File: config.mk
export PLATFORM = sky130hd
export DESIGN_NAME = ai_loop_diag
export DESIGN_NICKNAME = d
export VERILOG_FILES = /design/src/ai_loop_pkg.sv /design/src/ai_loop_diag.sv
export SDC_FILE = /design/constraint.sdc
export NUM_CORES = 1
export LEC_CHECK = 0
export BUFFER_PORTS_ARGS = -buffer_cell sky130_fd_sc_hd__buf_4
export CAP_MARGIN = 10
export CORE_ASPECT_RATIO = 0.9
export CORE_MARGIN = 5
export CORE_UTILIZATION = 40
export DETAILED_ROUTE_END_ITERATION = 8
export PLACE_DENSITY = 0.58
export SLEW_MARGIN = 30
export SYNTH_ARGS = -nofsm -noshare
export SYNTH_HDL_FRONTEND = slang
export SYNTH_SLANG_ARGS = --single-unit
export TNS_END_PERCENT = 100
File: constraint.sdc
create_clock -name clk -period 6.7 [get_ports clk]
set_input_delay 1.005 -clock clk [delete_from_list [all_inputs] [get_ports clk]]
set_output_delay 1.005 -clock clk [all_outputs]
set_load 0.02 [all_outputs]
File: src/ai_loop_pkg.sv
`default_nettype none
package ai_loop_pkg;
  // ==================================================
  // Sizes
  localparam int NCH  = 4;
  localparam int NVAR = 4;
  // ==================================================
  // Register byte offsets
  localparam logic [7:0] CFG_BASE  = 8'h00;
  localparam logic [7:0] MAP_OFS   = 8'h10;
  localparam logic [7:0] VAL_BASE  = 8'h14;
  localparam logic [7:0] STAT_OFS  = 8'h24;
  localparam logic [7:0] DIAG_BASE = 8'h28;
  localparam logic [7:0] HVAR_BASE = 8'h38;
  localparam logic [7:0] HQC_OFS   = 8'h48;
  localparam logic [7:0] ILEN_OFS  = 8'h4c;
  // ==================================================
  // Channel config and map fields
  localparam int CF_SUP  = 0;
  localparam int CF_ENC  = 1;
  localparam int CF_OVF  = 2;
  localparam int CF_UDF  = 3;
  localparam int CF_WB   = 4;
  localparam int CF_HART = 5;
  localparam int CF_MT   = 6;
  localparam int CF_SM   = 8;
  localparam int CF_WBHI = 10;
  localparam int CF_PRE  = 11;
  localparam int CF_REP  = 16;
  localparam int MP_QI   = 30;
  localparam int MP_RED  = 31;
  localparam logic [31:0] CFG_RST = 32'h0005_2880;
  localparam logic [31:0] MAP_RST = 32'h0000_0000;
  // ==================================================
  // Thresholds in microamps and codes
  localparam logic [15:0] WB_HI_SET = 16'h0e10;
  localparam logic [15:0] WB_HI_CLR = 16'h0ed8;
  localparam logic [15:0] WB_LO     = 16'h04a1;
  localparam logic [15:0] OVR_UA    = 16'h55f0;
  localparam logic [15:0] UDR_UA    = 16'h0bb8;
  localparam logic [15:0] DIS_VAL   = 16'h7fff;
  localparam logic [7:0]  PRE_BYTE  = 8'hff;
  localparam logic [4:0]  PRE_MIN   = 5'h05;
  localparam logic [4:0]  PRE_MAX   = 5'h14;
  localparam logic [7:0]  HART_CMD  = 8'h03;
  localparam logic [7:0]  QC_GOOD   = 8'h80;
  localparam logic [7:0]  QC_BAD    = 8'h00;
  localparam logic [7:0]  ILEN_AI   = 8'h08;
  localparam logic [7:0]  ILEN_QI   = 8'h01;
  localparam logic [7:0]  ILEN_VAR  = 8'h14;
  // ==================================================
  // Types
  typedef enum logic [1:0] {MT_OFF, MT_CUR, MT_HART} mtype_t;
  typedef enum logic [2:0] {VT_NONE, VT_PRI, VT_SEC, VT_TER, VT_QUA} vtype_t;
  typedef enum logic [2:0] {
    DG_NONE, DG_SUPPLY, DG_SHORT, DG_WB, DG_OVF, DG_UDF, DG_HART
  } diag_t;
  typedef enum logic [2:0] {
    HS_IDLE = 3'b000, HS_PRE = 3'b001, HS_CMD = 3'b011,
    HS_WAIT = 3'b010, HS_NEXT = 3'b110
  } hstate_t;
  typedef struct packed {
    logic [1:0]  ch;
    logic [15:0] ua;
    logic        supply_low;
    logic        enc_short;
  } meas_t;
  typedef struct packed {
    logic        var_valid;
    logic [1:0]  var_idx;
    logic [31:0] var_data;
    logic        done;
    logic        err;
    logic [7:0]  dev_status;
  } hrsp_t;
  // ==================================================
  // Smoothing shift: k = 1, 4, 8, 16
  function automatic logic [2:0] sm_shift(input logic [1:0] s);
    case (s)
      2'd0:    sm_shift = 3'd0;
      2'd1:    sm_shift = 3'd2;
      2'd2:    sm_shift = 3'd3;
      default: sm_shift = 3'd4;
    endcase
  endfunction
  function automatic logic [7:0] pre_cnt(input logic [4:0] p);
    if (p < PRE_MIN) pre_cnt = {3'h0, PRE_MIN};
    else if (p > PRE_MAX) pre_cnt = {3'h0, PRE_MAX};
    else pre_cnt = {3'h0, p};
  endfunction
endpackage
`default_nettype wire

File: src/ai_loop_diag.sv
// Summary of operation
// - Flag missing loop supply when enabled
// - Flag encoder-supply short when enabled
// - Short beats underflow when both present
// - Flag overflow above overrange when enabled
// - Flag underflow below underrange when enabled
// - Detect wire break below chosen limit
// - Wire break beats underflow
// - Below limit: value invalid; diagnostic if enabled
// - Value status cleared on wire break
// - High limit: invalid below 3.6, valid above 3.8
// - Low limit: single threshold, no hysteresis
// - Smoothing over k = 1, 4, 8, 16 cycles
// - Preamble of FF bytes before each frame
// - Resend failed request up to repeat count
// - One HART engine serves channels in turn
// - Report HART errors and device status
// - Four mapped variables: channel and type
// - Five bytes each; all four reserved if any
// - Reduced default: secondaries in channel order
// - Disabled channel returns 7FFF
// - Preamble 5..20 default 5; repeats default 5
// - Value status cleared whenever acquisition fails; a HART error (DG_HART) does not clear it
//
// Added by the designer: the register offsets and the AXI4-Lite slave port.
`timescale 1ns/100ps
`default_nettype none
module ai_loop_diag
  import ai_loop_pkg::*;
#(
  parameter int RSP_TO = 100000
) (
  input  wire logic        clk,
  input  wire logic        nrst,
  input  wire logic [7:0]  s_awaddr,
  input  wire logic        s_awvalid,
  output var  logic        s_awready,
  input  wire logic [31:0] s_wdata,
  input  wire logic [3:0]  s_wstrb,
  input  wire logic        s_wvalid,
  output var  logic        s_wready,
  output var  logic [1:0]  s_bresp,
  output var  logic        s_bvalid,
  input  wire logic        s_bready,
  input  wire logic [7:0]  s_araddr,
  input  wire logic        s_arvalid,
  output var  logic        s_arready,
  output var  logic [31:0] s_rdata,
  output var  logic [1:0]  s_rresp,
  output var  logic        s_rvalid,
  input  wire logic        s_rready,
  input  wire logic        meas_valid,
  input  wire meas_t       meas,
  output var  logic [7:0]  tx_data,
  output var  logic        tx_valid,
  input  wire logic        tx_ready,
  output var  logic [1:0]  tx_ch,
  input  wire hrsp_t       rsp
);
  // ==================================================
  // Register state
  logic [31:0] cfg_ff  [NCH];
  logic [31:0] map_ff;
  logic [15:0] val_ff  [NCH];
  logic        wb_ff   [NCH];
  logic        ok_ff   [NCH];
  diag_t       diag_ff [NCH];
  logic [7:0]  hsts_ff [NCH];
  logic        herr_ff [NCH];
  logic [31:0] hv_ff   [NVAR];
  logic [7:0]  qc_ff   [NVAR];
  // ==================================================
  // Measurement path for the channel being sampled
  wire  [1:0]  mc      = meas.ch;
  wire  [31:0] mcfg    = cfg_ff[mc];
  wire         m_off   = mcfg[CF_MT+:2] == MT_OFF;
  wire         m_hi    = mcfg[CF_WBHI];
  wire         m_ovf   = meas.ua > OVR_UA;
  wire         m_udf   = meas.ua < UDR_UA;
  // Hysteresis only for the high limit; the low limit is a plain compare
  wire         m_wb    = m_hi ? (wb_ff[mc] ? (meas.ua <= WB_HI_CLR)
                                           : (meas.ua < WB_HI_SET))
                              : (meas.ua < WB_LO);
  wire [2:0]   m_sh    = sm_shift(mcfg[CF_SM+:2]);
  wire signed [16:0] m_diff = $signed({1'b0, meas.ua}) - $signed({1'b0, val_ff[mc]});
  wire signed [16:0] m_step = m_diff >>> m_sh;
  wire signed [16:0] m_sum  = $signed({1'b0, val_ff[mc]}) + m_step;
  wire [15:0]  m_val   = m_off ? DIS_VAL : m_sum[15:0];
  wire         m_hfail = mcfg[CF_HART] && (herr_ff[mc] || hsts_ff[mc] != 8'h00);
  diag_t       m_diag;
  always_comb begin
    // Earlier arms win: short and wire break both mask underflow
    if (m_off) m_diag = DG_NONE;
    else if (mcfg[CF_SUP] && meas.supply_low) m_diag = DG_SUPPLY;
    else if (mcfg[CF_ENC] && meas.enc_short) m_diag = DG_SHORT;
    else if (mcfg[CF_WB] && m_wb) m_diag = DG_WB;
    else if (mcfg[CF_OVF] && m_ovf) m_diag = DG_OVF;
    else if (mcfg[CF_UDF] && m_udf) m_diag = DG_UDF;
    else if (m_hfail) m_diag = DG_HART;
    else m_diag = DG_NONE;
  end
  // Status is independent of the diagnostic enables
  wire m_ok = !m_off && !m_wb && !meas.supply_low && !meas.enc_short
              && !m_ovf && !m_udf;
  // Only the sampled channel's filter moves; config is read live
  always_ff @(posedge clk) begin
    if (!nrst) begin
      for (int i = 0; i < NCH; i++) begin
        val_ff[i]  <= DIS_VAL;
        wb_ff[i]   <= 1'b0;
        ok_ff[i]   <= 1'b0;
        diag_ff[i] <= DG_NONE;
      end
    end else if (meas_valid) begin
      val_ff[mc]  <= m_val;
      wb_ff[mc]   <= m_wb && !m_off;
      ok_ff[mc]   <= m_ok;
      diag_ff[mc] <= m_diag;
    end
  end
  // ==================================================
  // HART engine, one channel at a time
  hstate_t     hst_ff;
  logic [1:0]  hch_ff;
  logic [7:0]  cnt_ff;
  logic [7:0]  try_ff;
  logic [$clog2(RSP_TO+1)-1:0] to_ff;
  wire  [31:0] hcfg    = cfg_ff[hch_ff];
  wire         h_en    = hcfg[CF_MT+:2] == MT_HART;
  wire  [7:0]  h_pre   = pre_cnt(hcfg[CF_PRE+:5]);
  wire  [7:0]  h_rep   = hcfg[CF_REP+:8];
  wire         h_acc   = tx_valid && tx_ready;
  wire         h_tout  = to_ff == ($clog2(RSP_TO+1))'(RSP_TO);
  wire         h_fail  = (hst_ff == HS_WAIT) && ((rsp.done && rsp.err) || h_tout);
  wire         h_good  = (hst_ff == HS_WAIT) && rsp.done && !rsp.err;
  wire         h_retry = h_fail && (try_ff < h_rep);
  hstate_t     nxt_hst;
  always_comb begin
    nxt_hst = hst_ff;
    unique case (hst_ff)
      HS_IDLE: nxt_hst = h_en ? HS_PRE : HS_NEXT;
      HS_PRE:  if (h_acc && cnt_ff == h_pre - 8'h01) nxt_hst = HS_CMD;
      HS_CMD:  if (h_acc) nxt_hst = HS_WAIT;
      HS_WAIT: if (h_retry) nxt_hst = HS_PRE;
               else if (h_fail || h_good) nxt_hst = HS_NEXT;
      HS_NEXT: nxt_hst = HS_IDLE;
      default: nxt_hst = HS_IDLE;
    endcase
  end
  always_ff @(posedge clk) begin
    if (!nrst) begin
      hst_ff   <= HS_IDLE;
      hch_ff   <= 2'd0;
      cnt_ff   <= 8'h00;
      try_ff   <= 8'h00;
      to_ff    <= '0;
      tx_valid <= 1'b0;
      tx_data  <= PRE_BYTE;
      tx_ch    <= 2'd0;
    end else begin
      hst_ff   <= nxt_hst;
      tx_valid <= nxt_hst == HS_PRE || nxt_hst == HS_CMD;
      tx_data  <= (nxt_hst == HS_CMD) ? HART_CMD : PRE_BYTE;
      tx_ch    <= hch_ff;
      if (hst_ff == HS_PRE && h_acc) cnt_ff <= cnt_ff + 8'h01;
      else if (hst_ff != HS_PRE) cnt_ff <= 8'h00;
      to_ff    <= (hst_ff == HS_WAIT) ? to_ff + 1'b1 : '0;
      if (h_retry) try_ff <= try_ff + 8'h01;
      if (hst_ff == HS_NEXT) begin
        hch_ff <= hch_ff + 2'd1;
        try_ff <= 8'h00;
      end
    end
  end
  // ==================================================
  // HART results and variable mapping
  function automatic logic [1:0] slot_ch(input int j);
    slot_ch = map_ff[MP_RED] ? 2'(j) : map_ff[8*j+:2];
  endfunction
  function automatic logic [2:0] slot_ty(input int j);
    slot_ty = map_ff[MP_RED] ? VT_SEC : map_ff[8*j+2+:3];
  endfunction
  always_ff @(posedge clk) begin
    if (!nrst) begin
      for (int i = 0; i < NCH; i++) begin
        hsts_ff[i] <= 8'h00;
        herr_ff[i] <= 1'b0;
      end
      for (int j = 0; j < NVAR; j++) begin
        hv_ff[j] <= 32'h0000_0000;
        qc_ff[j] <= QC_BAD;
      end
    end else begin
      if (h_good) begin
        hsts_ff[hch_ff] <= rsp.dev_status;
        herr_ff[hch_ff] <= 1'b0;
      end else if (h_fail && !h_retry) begin
        herr_ff[hch_ff] <= 1'b1;
      end
      for (int j = 0; j < NVAR; j++) begin
        if (slot_ch(j) == hch_ff && slot_ty(j) != VT_NONE) begin
          if (hst_ff == HS_WAIT && rsp.var_valid
              && slot_ty(j) == {1'b0, rsp.var_idx} + 3'd1)
            hv_ff[j] <= rsp.var_data;
          if (h_good) qc_ff[j] <= QC_GOOD;
          else if (h_fail && !h_retry) qc_ff[j] <= QC_BAD;
        end
      end
    end
  end
  // Image is 8 bytes of values, one status byte if MP_QI is set, and 20 bytes if any slot maps
  logic any_map;
  always_comb begin
    any_map = map_ff[MP_RED];
    for (int j = 0; j < NVAR; j++)
      if (map_ff[8*j+2+:3] != VT_NONE) any_map = 1'b1;
  end
  wire [7:0] ilen = ILEN_AI + (map_ff[MP_QI] ? ILEN_QI : 8'h00)
                    + (any_map ? ILEN_VAR : 8'h00);
  // ==================================================
  // AXI4-Lite slave
  logic        aw_got_ff;
  logic        w_got_ff;
  logic [7:0]  awa_ff;
  logic [31:0] wd_ff;
  logic [3:0]  ws_ff;
  wire  [5:0]  wi     = awa_ff[7:2];
  wire         w_cfg  = wi < 6'd4;
  wire         w_map  = wi == MAP_OFS[7:2];
  wire         w_do   = aw_got_ff && w_got_ff && !s_bvalid;
  function automatic logic [31:0] merge(input logic [31:0] o,
                                        input logic [31:0] n,
                                        input logic [3:0]  s);
    for (int b = 0; b < 4; b++)
      merge[8*b+:8] = s[b] ? n[8*b+:8] : o[8*b+:8];
  endfunction
  always_ff @(posedge clk) begin
    if (!nrst) begin
      aw_got_ff <= 1'b0;
      w_got_ff  <= 1'b0;
      awa_ff    <= 8'h00;
      wd_ff     <= 32'h0000_0000;
      ws_ff     <= 4'h0;
      s_awready <= 1'b0;
      s_wready  <= 1'b0;
      s_bvalid  <= 1'b0;
      s_bresp   <= 2'b00;
      map_ff    <= MAP_RST;
      for (int i = 0; i < NCH; i++) cfg_ff[i] <= CFG_RST;
    end else begin
      s_awready <= s_awvalid && !s_awready && !aw_got_ff;
      s_wready  <= s_wvalid && !s_wready && !w_got_ff;
      if (s_awvalid && s_awready) begin
        aw_got_ff <= 1'b1;
        awa_ff    <= s_awaddr;
      end
      if (s_wvalid && s_wready) begin
        w_got_ff <= 1'b1;
        wd_ff    <= s_wdata;
        ws_ff    <= s_wstrb;
      end
      if (w_do) begin
        aw_got_ff <= 1'b0;
        w_got_ff  <= 1'b0;
        s_bvalid  <= 1'b1;
        s_bresp   <= (w_cfg || w_map) ? 2'b00 : 2'b10;
        if (w_cfg) cfg_ff[wi[1:0]] <= merge(cfg_ff[wi[1:0]], wd_ff, ws_ff);
        if (w_map) map_ff <= merge(map_ff, wd_ff, ws_ff);
      end else if (s_bready) begin
        s_bvalid <= 1'b0;
      end
    end
  end
  // Read decode
  wire [5:0] ri = s_araddr[7:2];
  logic [31:0] rd;
  logic        rd_ok;
  always_comb begin
    rd    = 32'h0000_0000;
    rd_ok = 1'b1;
    if (ri < 6'd4) rd = cfg_ff[ri[1:0]];
    else if (ri == MAP_OFS[7:2]) rd = map_ff;
    else if (ri >= VAL_BASE[7:2] && ri < STAT_OFS[7:2])
      rd = {16'h0000, val_ff[2'(ri - VAL_BASE[7:2])]};
    else if (ri == STAT_OFS[7:2]) begin
      for (int i = 0; i < NCH; i++) begin
        rd[i]   = ok_ff[i];
        rd[4+i] = herr_ff[i];
      end
    end else if (ri >= DIAG_BASE[7:2] && ri < HVAR_BASE[7:2])
      rd = {16'h0000, hsts_ff[2'(ri - DIAG_BASE[7:2])],
            5'h00, diag_ff[2'(ri - DIAG_BASE[7:2])]};
    else if (ri >= HVAR_BASE[7:2] && ri < HQC_OFS[7:2])
      rd = hv_ff[2'(ri - HVAR_BASE[7:2])];
    else if (ri == HQC_OFS[7:2]) rd = {qc_ff[3], qc_ff[2], qc_ff[1], qc_ff[0]};
    else if (ri == ILEN_OFS[7:2]) rd = {24'h000000, ilen};
    else rd_ok = 1'b0;
  end
  always_ff @(posedge clk) begin
    if (!nrst) begin
      s_arready <= 1'b0;
      s_rvalid  <= 1'b0;
      s_rdata   <= 32'h0000_0000;
      s_rresp   <= 2'b00;
    end else begin
      s_arready <= s_arvalid && !s_arready && !s_rvalid;
      if (s_arvalid && s_arready) begin
        s_rvalid <= 1'b1;
        s_rdata  <= rd;
        s_rresp  <= rd_ok ? 2'b00 : 2'b10;
      end else if (s_rready) begin
        s_rvalid <= 1'b0;
      end
    end
  end
endmodule
`default_nettype wire

==> metrics, run 1 <==
top-area cell type share of the netlist area 40.2%; Setup Crit Path Kind input pin to flip-flop; critical path data required time 7.04 ns; nets@finish 2771; Mapped Area 0.0275 mm2; count of input and output buffers 169; Synth-to-Final Area Change 14.9%; die extent in x 287 um; crit-path max FO 9; Hold Crit Class flip-flop to flip-flop; CP Buf/Inv Count 3; largest net degree at the start of global routing 88; Final min period 5.98 ns; max cap viols 0; Initial Utilization 40.3%; worst hold slack 0.453 ns; Worst Hold End s_arready$_SDFF_PN0_; FFs w/ async S/R, synth 0%; DRC errors left 0; Pwr per Cell Area 255 mW/mm2; main combinational cell family by area after synthesis simple AND/OR/NAND/NOR gates; Mean Syn Cell Area 11.2 um2; leakage 11.5 nW; synth cell count leaders 368 x edfxtp_1, 329 x nand2_1, 212 x nor2_1; sequential area share after synthesis 52.6%; first-pass GRT wire length 122000 um; Tcrit/Tclk final 89.3%; Post-synth EDFFs 368; crit path cell chain buf_4 > buf_4 > mux4_2 > inv_1 > ha_1 > a21oi_1 > o21ai_1 > nor3_1 > o21bai_1 > xor2_1 > mux4_2 > a21o_1 > ha_1 > or3_1 > or2_2 > o2111ai_1 > a211oi_1 > nor3_1 > xor2_1 > nand3_1; worst r2r dst val_ff[2][13]$_SDFFCE_PN1P_; RSZ-0062 raised after global routing no; post-synthesis xor/xnor area fraction 2.20%; Crit-path slowest cell mux4_2; count leader, synth edfxtp_1; Main synth FF type edfxtp_1; library cells used by synthesis 85; Worst Hold Path Cells 1; CTS max path bufs 3; All-Layer GR Usage 21.2%; CTS H-tree lvls 2; Yosys Warn Count 0; Post-Syn Instances 2467; outcome finished, final reports clean; starting DRC count in detailed routing 2001; max incr delay on CP 0.61 ns; detailed placer's ending HPWL 56600 um; IO Count 178; setup TNS 0 ns; Yosys top cell by area edfxtp_1; Congestion Overflow GR 0; mux contribution to synthesized area 12.2%; DR WL/cell 22.9 um; #FFs+latches synth 539; Pre-antenna DRT Iters 6; Post-CTS Resized 0; die area 0.0742 mm2; drt via density 5.74; hold_sp s_rvalid$_SDFFE_PN0P_; FF-to-FF path depth 18; family with the most delay on the worst path simple AND/OR/NAND/NOR gates; simple-gate share of the synthesized area 17.5%; CP Capture Type flip-flop; Fin Clk Skew 0.0289 ns; WP data arrival 6.32 ns; Die Ht 259 um; TritonCTS buffer count 59; Max VDD drop 166 uV; vias in the first global route 20200; Routed WL 80700 um; CTS tree done; Rows 91; Post-CTS Setup Inserts 0; CTS Root Cell clkbuf_16; Slew HR 35.6%; Antenna Nets Post-Route 0; worst slew pin tran 0.958 ns; core area 0.0683 mm2; initial antenna violation count 3; Synth area leaders edfxtp_1 40%, dfxtp_1 12%, mux4_2 11%; Routability Congestion 0.864; FF-to-FF Start val_ff[3][0]$_DFFE_PP_; # setup viols final 0; layout cell share with drive strength beyond 1 18.8%; vias 20200; Setup crit start kind input pin; fmax 0.167 GHz; final hold vios 0; cts hold-fix bufs 0; Synth Area in Compound Gates 9.21%; Clock Latency Late Sink 0.63 ns; R2R Setup Slk 1.06 ns; Pins Over Slew Limit 0; Num Clock Sinks 539; Clock transition at path regs 0.06 ns; adder-cell area share of the yosys netlist 2.65%
-- registers in the layout, summed over array words and instances (netlist names), 12 cells and up, named ones only --
register  flops
cfg_ff      128
diag_ff      12
hsts_ff      32
hv_ff       128
map_ff       32
s_rdata      32
to_ff        17
val_ff       64
wd_ff        32
-- worst register-to-register path: stages (launching register included) --
cell and delay (ns):
edfxtp_1 0.38, mux4_2 0.54, ha_1 0.22, fa_1 0.41, nand3b_1 0.20, a21oi_1 0.35, nor3_1 0.14, o21bai_1 0.19
xor2_1 0.12, mux4_2 0.52, a21o_1 0.21, ha_1 0.23, or3_1 0.39, or2_2 0.29, o2111ai_1 0.21, a211oi_1 0.18
nor3_1 0.24, xor2_1 0.39, nand3_1 0.14
-- kinds of logic after synthesis --
| kind of cell | after synthesis |
|---|---|
| AND/OR/NAND/NOR | 984 |
| flip-flops | 539 |
| AO/OA/AOI/OAI | 397 |
| buffers and inverters | 254 |
| multiplexers | 165 |
| XOR/XNOR | 69 |
| adder cells (fa/ha/maj) | 57 |
| other | 2 |
-- where the power goes --
group	switching [W]	leakage (nW)	internal (W)
sequential	0.0000624	4.93	0.00366
clock	0.00135	0.955	0.00193
combinational	0.000639	5.64	0.000430
total	0.00205	11.5	0.00602
-- layer usage --
| layer | up-vias | wire length (um) | track usage, % |
|---|---|---|---|
| met5 | - | 11 | 0 |
| met4 | 2 | 1370 | 4.62 |
| met3 | 93 | 6260 | 3.52 |
| met2 | 743 | 38700 | 35.1 |
| met1 | 10100 | 34400 | 29.5 |
| li1 | 9295 | - | - |
-- final cells by class --
cell class                      instances  area (um2)
Clock buffer                           86        1680
Fill cell                            6411       36700
Multi-Input combinational cell       1676       12100
Sequential cell                       539       14500
Timing Repair Buffer                  212        1600
Antenna cell                            3        7.51
Clock inverter                         26         275
Inverter                              100         378
Tap cell                              883        1100
-- worst max path at each step --
stage,from,to,cells after the start
finish,meas[19],val_ff[2][13]$_SDFFCE_PN1P_,20
detailed placement,meas[19],val_ff[3][15]$_DFFE_PP_,22
CTS,meas[19],val_ff[2][13]$_SDFFCE_PN1P_,20
global placement,meas[19],val_ff[3][15]$_DFFE_PP_,22
floorplan,meas[19],val_ff[3][15]$_DFFE_PP_,21
global route,meas[19],val_ff[0][12]$_SDFFCE_PN1P_,23
-- placed cells by master, fill, tap and decap left out, types with 6 or more instances in the layout --
master     Yosys  routed
edfxtp_1     368     368
nand3_1       71      71
clkbuf_1     116      18
clkbuf_8       0       8
inv_1         99      99
xnor2_1       36      36
and2_1       105     104
nand2b_1      36      36
mux2i_1       17      17
nor2b_1       15      15
xor2_1        33      33
clkinv_1       0       7
mux2_2        13      13
a221oi_1       8       8
and4b_1        6       6
a22oi_1       31      31
and3_1        82      82
o21ai_0       71      69
clkbuf_16      0      60
nand4_1       13      13
a311oi_1      21      21
buf_4         10     211
a211oi_1       6       6
and4_1         6       6
dfxtp_1      171     170
nor2_1       212     211
or2_2         14      14
clkinv_2       0       8
nor3_1        34      34
nand2_1      329     326
or3_1         13      13
o211ai_1      17      17
a31oi_1       22      22
nor4_1        12      10
mux4_2       134     134
o22ai_1        8       8
a21oi_1      142     139
a21o_1        14      14
ha_1          55      55
o21a_1         7       7
-- through the flow --
step / setup slack, ns / area, um2 / utilization (%) / power (W) / instances
2_1_floorplan: 0.134 / 27500 / - / 0.00449 / 2469
3_3_place_gp: 0.319 / 29600 / 43.4 / 0.00482 / 3410
3_5_place_dp: 0.223 / 29600 / 43.4 / 0.00485 / 3410
4_1_cts: 0.843 / 31600 / 46.2 / 0.00812 / 3522
5_1_grt: 0.429 / 31600 / 46.3 / 0.00837 / 3523
6_report: 0.715 / 31600 / 46.3 / 0.00807 / 3525
Note: power is estimated with default switching activity, not from simulation.
==> run 2, diff against run 1 <==
--- a/config.mk
+++ b/config.mk
@@ -7,7 +7,6 @@
 export LEC_CHECK = 0
 export BUFFER_PORTS_ARGS = -buffer_cell sky130_fd_sc_hd__buf_4
 export CAP_MARGIN = 10
-export CORE_ASPECT_RATIO = 0.9
 export CORE_MARGIN = 5
 export CORE_UTILIZATION = 40
 export DETAILED_ROUTE_END_ITERATION = 8
==> run 2 against run 1 <==
  * Critical path depth up 1
  * Utilization is 0.33 points lower
  * Critical endpoint is now val_ff[0][12]$_SDFFCE_PN1P_
  * Power shrank 1.9%
  * Cell area shrank 0.50%
  * First-iteration DRC count shrank 17%
  * Sequential share of layout area increased by 0.23 points
  * Fmax grew 3.2%
  * Register-to-register slack improved by 0.06 ns
  * Sequential power is essentially flat
  * Hold slack gained 0.0018 ns
  * Wire length is 1.0% lower
  * Final cell count fell by 0.51%
  * Largest power group unchanged
==> metrics, run 2 (synthesis gave the netlist of run 1 again) <==
outcome finished, final reports clean; CTS max path bufs 3; dpl cell area 0.0296 mm2; Hold Crit Class flip-flop to flip-flop; commonest non-fill, non-tap cell in the layout edfxtp_1; Congestion Overflow GR 0; Inst Count DP 3401; RSZ-0062 raised after global routing no; vias in the first global route 20100; max cap viols 0; die area 0.0742 mm2; # setup viols final 0; Synth-to-Final Area Change 14.3%; ant diodes 0; count of input and output buffers 169; cts hold-fix bufs 0; Pre-antenna DRT Iters 6; starting DRC count in detailed routing 1657; CTS Root Cell clkbuf_16; CTS H-tree lvls 2; TritonCTS buffer count 57; initial antenna violation count 1; DRC errors left 0; Clock Latency Late Sink 0.63 ns; Antenna Nets Post-Route 0; Routed WL 79900 um; Pwr per Cell Area 252 mW/mm2; Clock transition at path regs 0.06 ns; leakage 11.5 nW; drt via density 5.75; die extent in x 272 um; nets@finish 2761; final instance area 0.0315 mm2; Pins Over Slew Limit 0; Fin Clk Skew 0.0221 ns; Routability Congestion 0.874; setup TNS 0 ns; Num Clock Sinks 539; final cell count without fillers 3507; Tcrit/Tclk final 86.6%; Setup crit start kind input pin; layout cell share with drive strength beyond 1 18.7%; final hold vios 0; Post-CTS Resized 0; Slew HR 35.5%; Setup Crit Path Kind input pin to flip-flop; IO Count 178; final setup margin 0.900 ns; Pwr Total 0.00792 W; Max VDD drop 182 uV; Placement Setup Slack 0.247 ns; R2R Setup Slk 1.12 ns; biggest regs cfg_ff: 128 flops, hv_ff: 128 flops, val_ff: 64 flops; Initial Utilization 40.2%; fmax 0.172 GHz; CTS tree done; CP Capture Type flip-flop; critical path data required time 7.20 ns; Post-CTS Setup Inserts 0; WP data arrival 6.30 ns; vias 20100; detailed placer's ending HPWL 56500 um; DR WL/cell 22.8 um; largest net degree at the start of global routing 93; core area 0.0685 mm2; All-Layer GR Usage 21.0%; Rows 96; worst slew pin tran 0.966 ns; most frequent cells in the layout 368 x edfxtp_1, 325 x nand2_1, 211 x nor2_1, 202 x buf_4, 171 x dfxtp_1; crit-path max FO 9; Die Ht 272 um; Final min period 5.80 ns; first-pass GRT wire length 121000 um
-- run 2: final timing paths --
check,from,endpoint,cells after the start
worst max-delay path,meas[19],val_ff[0][12]$_SDFFCE_PN1P_,21
worst max register to register,val_ff[3][4]$_DFFE_PP_,val_ff[0][12]$_SDFFCE_PN1P_,20
worst min register to register,w_got_ff$_SDFFE_PP0P_,s_wready$_SDFF_PN0_,1
worst min-delay path,w_got_ff$_SDFFE_PP0P_,s_wready$_SDFF_PN0_,1
-- run 2: stage by stage --
step	hold slack [ns]	utilization, %
after floorplan	0.418	-
after global placement	0.440	43.2
after detailed placement	0.449	43.2
after CTS	0.459	45.9
after global routing	0.468	45.9
final	0.455	45.9
-- run 2: area by class of cell --
cell class                 instances  area (um2)
multi-input combinational       1676       12100
inverter                         100         378
clock inverter                    22         223
clock buffer                      84        1630
tap                              882        1100
fill                            6229       37000
sequential                       539       14500
timing repair buffer             204        1550
-- run 2: metal layers --
layer	GRT usage, %	vias up	wire length [um]
li1	-	9278	-
met1	27.2	10100	32500
met2	36.1	672	39500
met3	3.44	139	5120
met4	6.82	2	2790
met5	0	-	13
-- run 2: critical path: stages --
cell	delay [ns]
buf_4	0.18
mux4_2	0.57
inv_1	0.09
ha_1	0.28
a21o_1	0.22
or3_1	0.35
or2_1	0.25
a41oi_1	0.24
xnor2_1	0.14
mux2_2	0.29
o21ai_0	0.23
mux2i_1	0.14
ha_1	0.34
a21o_1	0.19
a21oi_1	0.26
o211ai_1	0.18
a41oi_1	0.35
nor2b_1	0.10
o31a_1	0.36
a22oi_1	0.34
or2_2	0.17
-- run 2: where the power goes --
group	internal (W)	total, W	switching, W
clock network	0.00180	0.00314	0.00133
registers	0.00366	0.00372	0.0000661
logic	0.000430	0.00106	0.000630
total	0.00589	0.00792	0.00203
==> run 3, diff against run 2 <==
--- a/config.mk
+++ b/config.mk
@@ -5,12 +5,12 @@
 export SDC_FILE = /design/constraint.sdc
 export NUM_CORES = 1
 export LEC_CHECK = 0
-export BUFFER_PORTS_ARGS = -buffer_cell sky130_fd_sc_hd__buf_4
 export CAP_MARGIN = 10
 export CORE_MARGIN = 5
 export CORE_UTILIZATION = 40
 export DETAILED_ROUTE_END_ITERATION = 8
-export PLACE_DENSITY = 0.58
+export DONT_BUFFER_PORTS = 1
+export PLACE_DENSITY = 0.55
 export SLEW_MARGIN = 30
 export SYNTH_ARGS = -nofsm -noshare
 export SYNTH_HDL_FRONTEND = slang
==> run 3 against run 2 <==
  * Wire length fell by 1.4%
  * Sequential share of layout area rose by 1.9 points
  * Sequential power barely moved
  * Fmax rose by 1.5%
  * Utilization fell by 1.8 points
  * Power rose by 0.43%
  * Clock skew rose by 0.0025 ns
  * Via count fell by 4.5%
  * Non-clock buffer count fell by 175
  * Flip-flop and latch count did not move
  * Final cell count fell by 4.9%
  * Critical endpoint is now val_ff[3][15]$_DFFE_PP_
==> metrics, run 3 (synthesis gave the netlist of run 1 again) <==
Sw Ratio 24.8%; Final min period 5.71 ns; Num Clock Sinks 539; setup TNS 0 ns; cts hold-fix bufs 0; count of input and output buffers 0; ant diodes 0; initial antenna violation count 2; crit path cell chain mux4_2 > ha_1 > fa_1 > nand3b_1 > a21oi_1 > nor2_1 > a31o_2 > xnor2_1 > mux4_2 > a21o_1 > ha_1 > or3_1 > or2_2 > o2111ai_1 > a211oi_1 > nor3_1 > nor2_1 > nand2_1 > mux2i_1; Routability Congestion 0.879; vias in the first global route 18900; Pre-antenna DRT Iters 5; largest net degree at the start of global routing 124; Max VDD drop 259 uV; Congestion Overflow GR 0; starting DRC count in detailed routing 1589; first-pass GRT wire length 118000 um; critical path data required time 7.05 ns; commonest non-fill, non-tap cell in the layout edfxtp_1; TritonCTS buffer count 58; Pwr per Cell Area 263 mW/mm2; Crit-path slowest cell mux4_2; Sw Pwr 0.00197 W; layout cell share with drive strength beyond 1 12.9%; multi-input logic area 0.0121 mm2; Reg area 0.0145 mm2; # fillers 6385; Tcrit/Tclk final 85.3%; CTS Root Cell clkbuf_16; die extent in x 272 um; vias 19200; DRC errors left 0; die area 0.0742 mm2; Routed WL 78800 um; biggest regs cfg_ff: 128 flops, hv_ff: 128 flops, val_ff: 64 flops; max cap viols 0; max incr delay on CP 0.52 ns; # setup viols final 0; leakage 10.6 nW; crit-path max FO 32; CTS H-tree lvls 2; Synth-to-Final Area Change 9.86%; DR WL/cell 23.6 um; Hold Crit Class flip-flop to flip-flop; fmax 0.175 GHz; Pins Over Slew Limit 0; drt via density 5.77; detailed placer's ending HPWL 55000 um; Fin Clk Skew 0.0246 ns; Clock Latency Late Sink 0.63 ns; cell-internal power 0.00598 W; most frequent cells in the layout 368 x edfxtp_1, 326 x nand2_1, 212 x nor2_1, 171 x dfxtp_1, 140 x a21oi_1; RSZ-0062 raised after global routing no; CP Capture Type flip-flop; IO Count 178; Comb pwr share 11.2%; family with the most delay on the worst path simple AND/OR/NAND/NOR gates; Post-CTS Setup Inserts 0; outcome finished, final reports clean; Clock power frac 41.8%; Setup crit start kind input pin; Rows 96; worst hold slack 0.453 ns; Antenna Nets Post-Route 0; Die Ht 272 um; All-Layer GR Usage 20.7%; sequential share of power 47.0%; WP data arrival 6.06 ns; worst slew pin tran 1.00 ns; Slew HR 33.2%; CTS max path bufs 3; Clock transition at path regs 0.06 ns; Setup Crit Path Kind input pin to flip-flop; Post-CTS Resized 0; final hold vios 0; CTS tree done; Initial Utilization 40.2%; CP Buf/Inv Count 0; core area 0.0685 mm2; nets@finish 2587
==> run 3: changes by cell type in the layout (fill, tap and decap cells not counted), sizes merged <==
cell	before	now
inv	102	105
clkinvlp	1	2
clkinv	16	23
buf	204	29
bufinv	3	8
clkbuf	84	72
==> run 3: final timing paths <==
path / from / end / slack, ns / cells after the start
max: meas[19] / val_ff[3][15]$_DFFE_PP_ / 0.99 / 19
min reg2reg: w_got_ff$_SDFFE_PP0P_ / s_wready$_SDFF_PN0_ / 0.45 / 1
min: w_got_ff$_SDFFE_PP0P_ / s_wready$_SDFF_PN0_ / 0.45 / 1
max reg2reg: val_ff[3][0]$_DFFE_PP_ / val_ff[3][15]$_DFFE_PP_ / 1.02 / 19
==> run 3: through the flow <==
| step | std cells | util, % | total power (W) | setup WS (ns) | instance area, um2 |
|---|---|---|---|---|---|
| floorplan | 2469 | - | 0.00449 | 0.134 | 27500 |
| global placement | 3225 | 41.2 | 0.00467 | 0.526 | 28200 |
| detailed placement | 3226 | 41.3 | 0.00469 | 0.433 | 28300 |
| CTS | 3336 | 44.2 | 0.00801 | 1.11 | 30200 |
| global route | 3336 | 44.2 | 0.00824 | 0.749 | 30200 |
| finish | 3336 | 44.2 | 0.00795 | 0.986 | 30200 |
==> run 3: metal layers <==
layer | wire length, um | track usage (%) | vias to the layer above
li1 | - | - | 8939
met3 | 5970 | 4.87 | 101
met2 | 39000 | 35.5 | 598
met5 | 30 | 0 | -
met4 | 2070 | 5.87 | 4
met1 | 31700 | 26.2 | 9598
==> run 3: layout make-up <==
cell class                      instances  area share (%)
Multi-Input combinational cell       1676            40.0
Sequential cell                       539            47.9
Tap cell                              882            3.65
Clock inverter                         38            1.37
Timing Repair Buffer                   29           0.720
Inverter                              100            1.25
Clock buffer                           72            5.17
==> run 3: power by group through the flow <==
stage | logic (W) | registers (W) | clock network [W]
after floorplan | 0.000711 | 0.00378 | 0
after global placement | 0.000867 | 0.00381 | 0
after detailed placement | 0.000879 | 0.00381 | 0
after CTS | 0.000886 | 0.00374 | 0.00338
after global routing | 0.000969 | 0.00375 | 0.00352
final | 0.000888 | 0.00374 | 0.00333
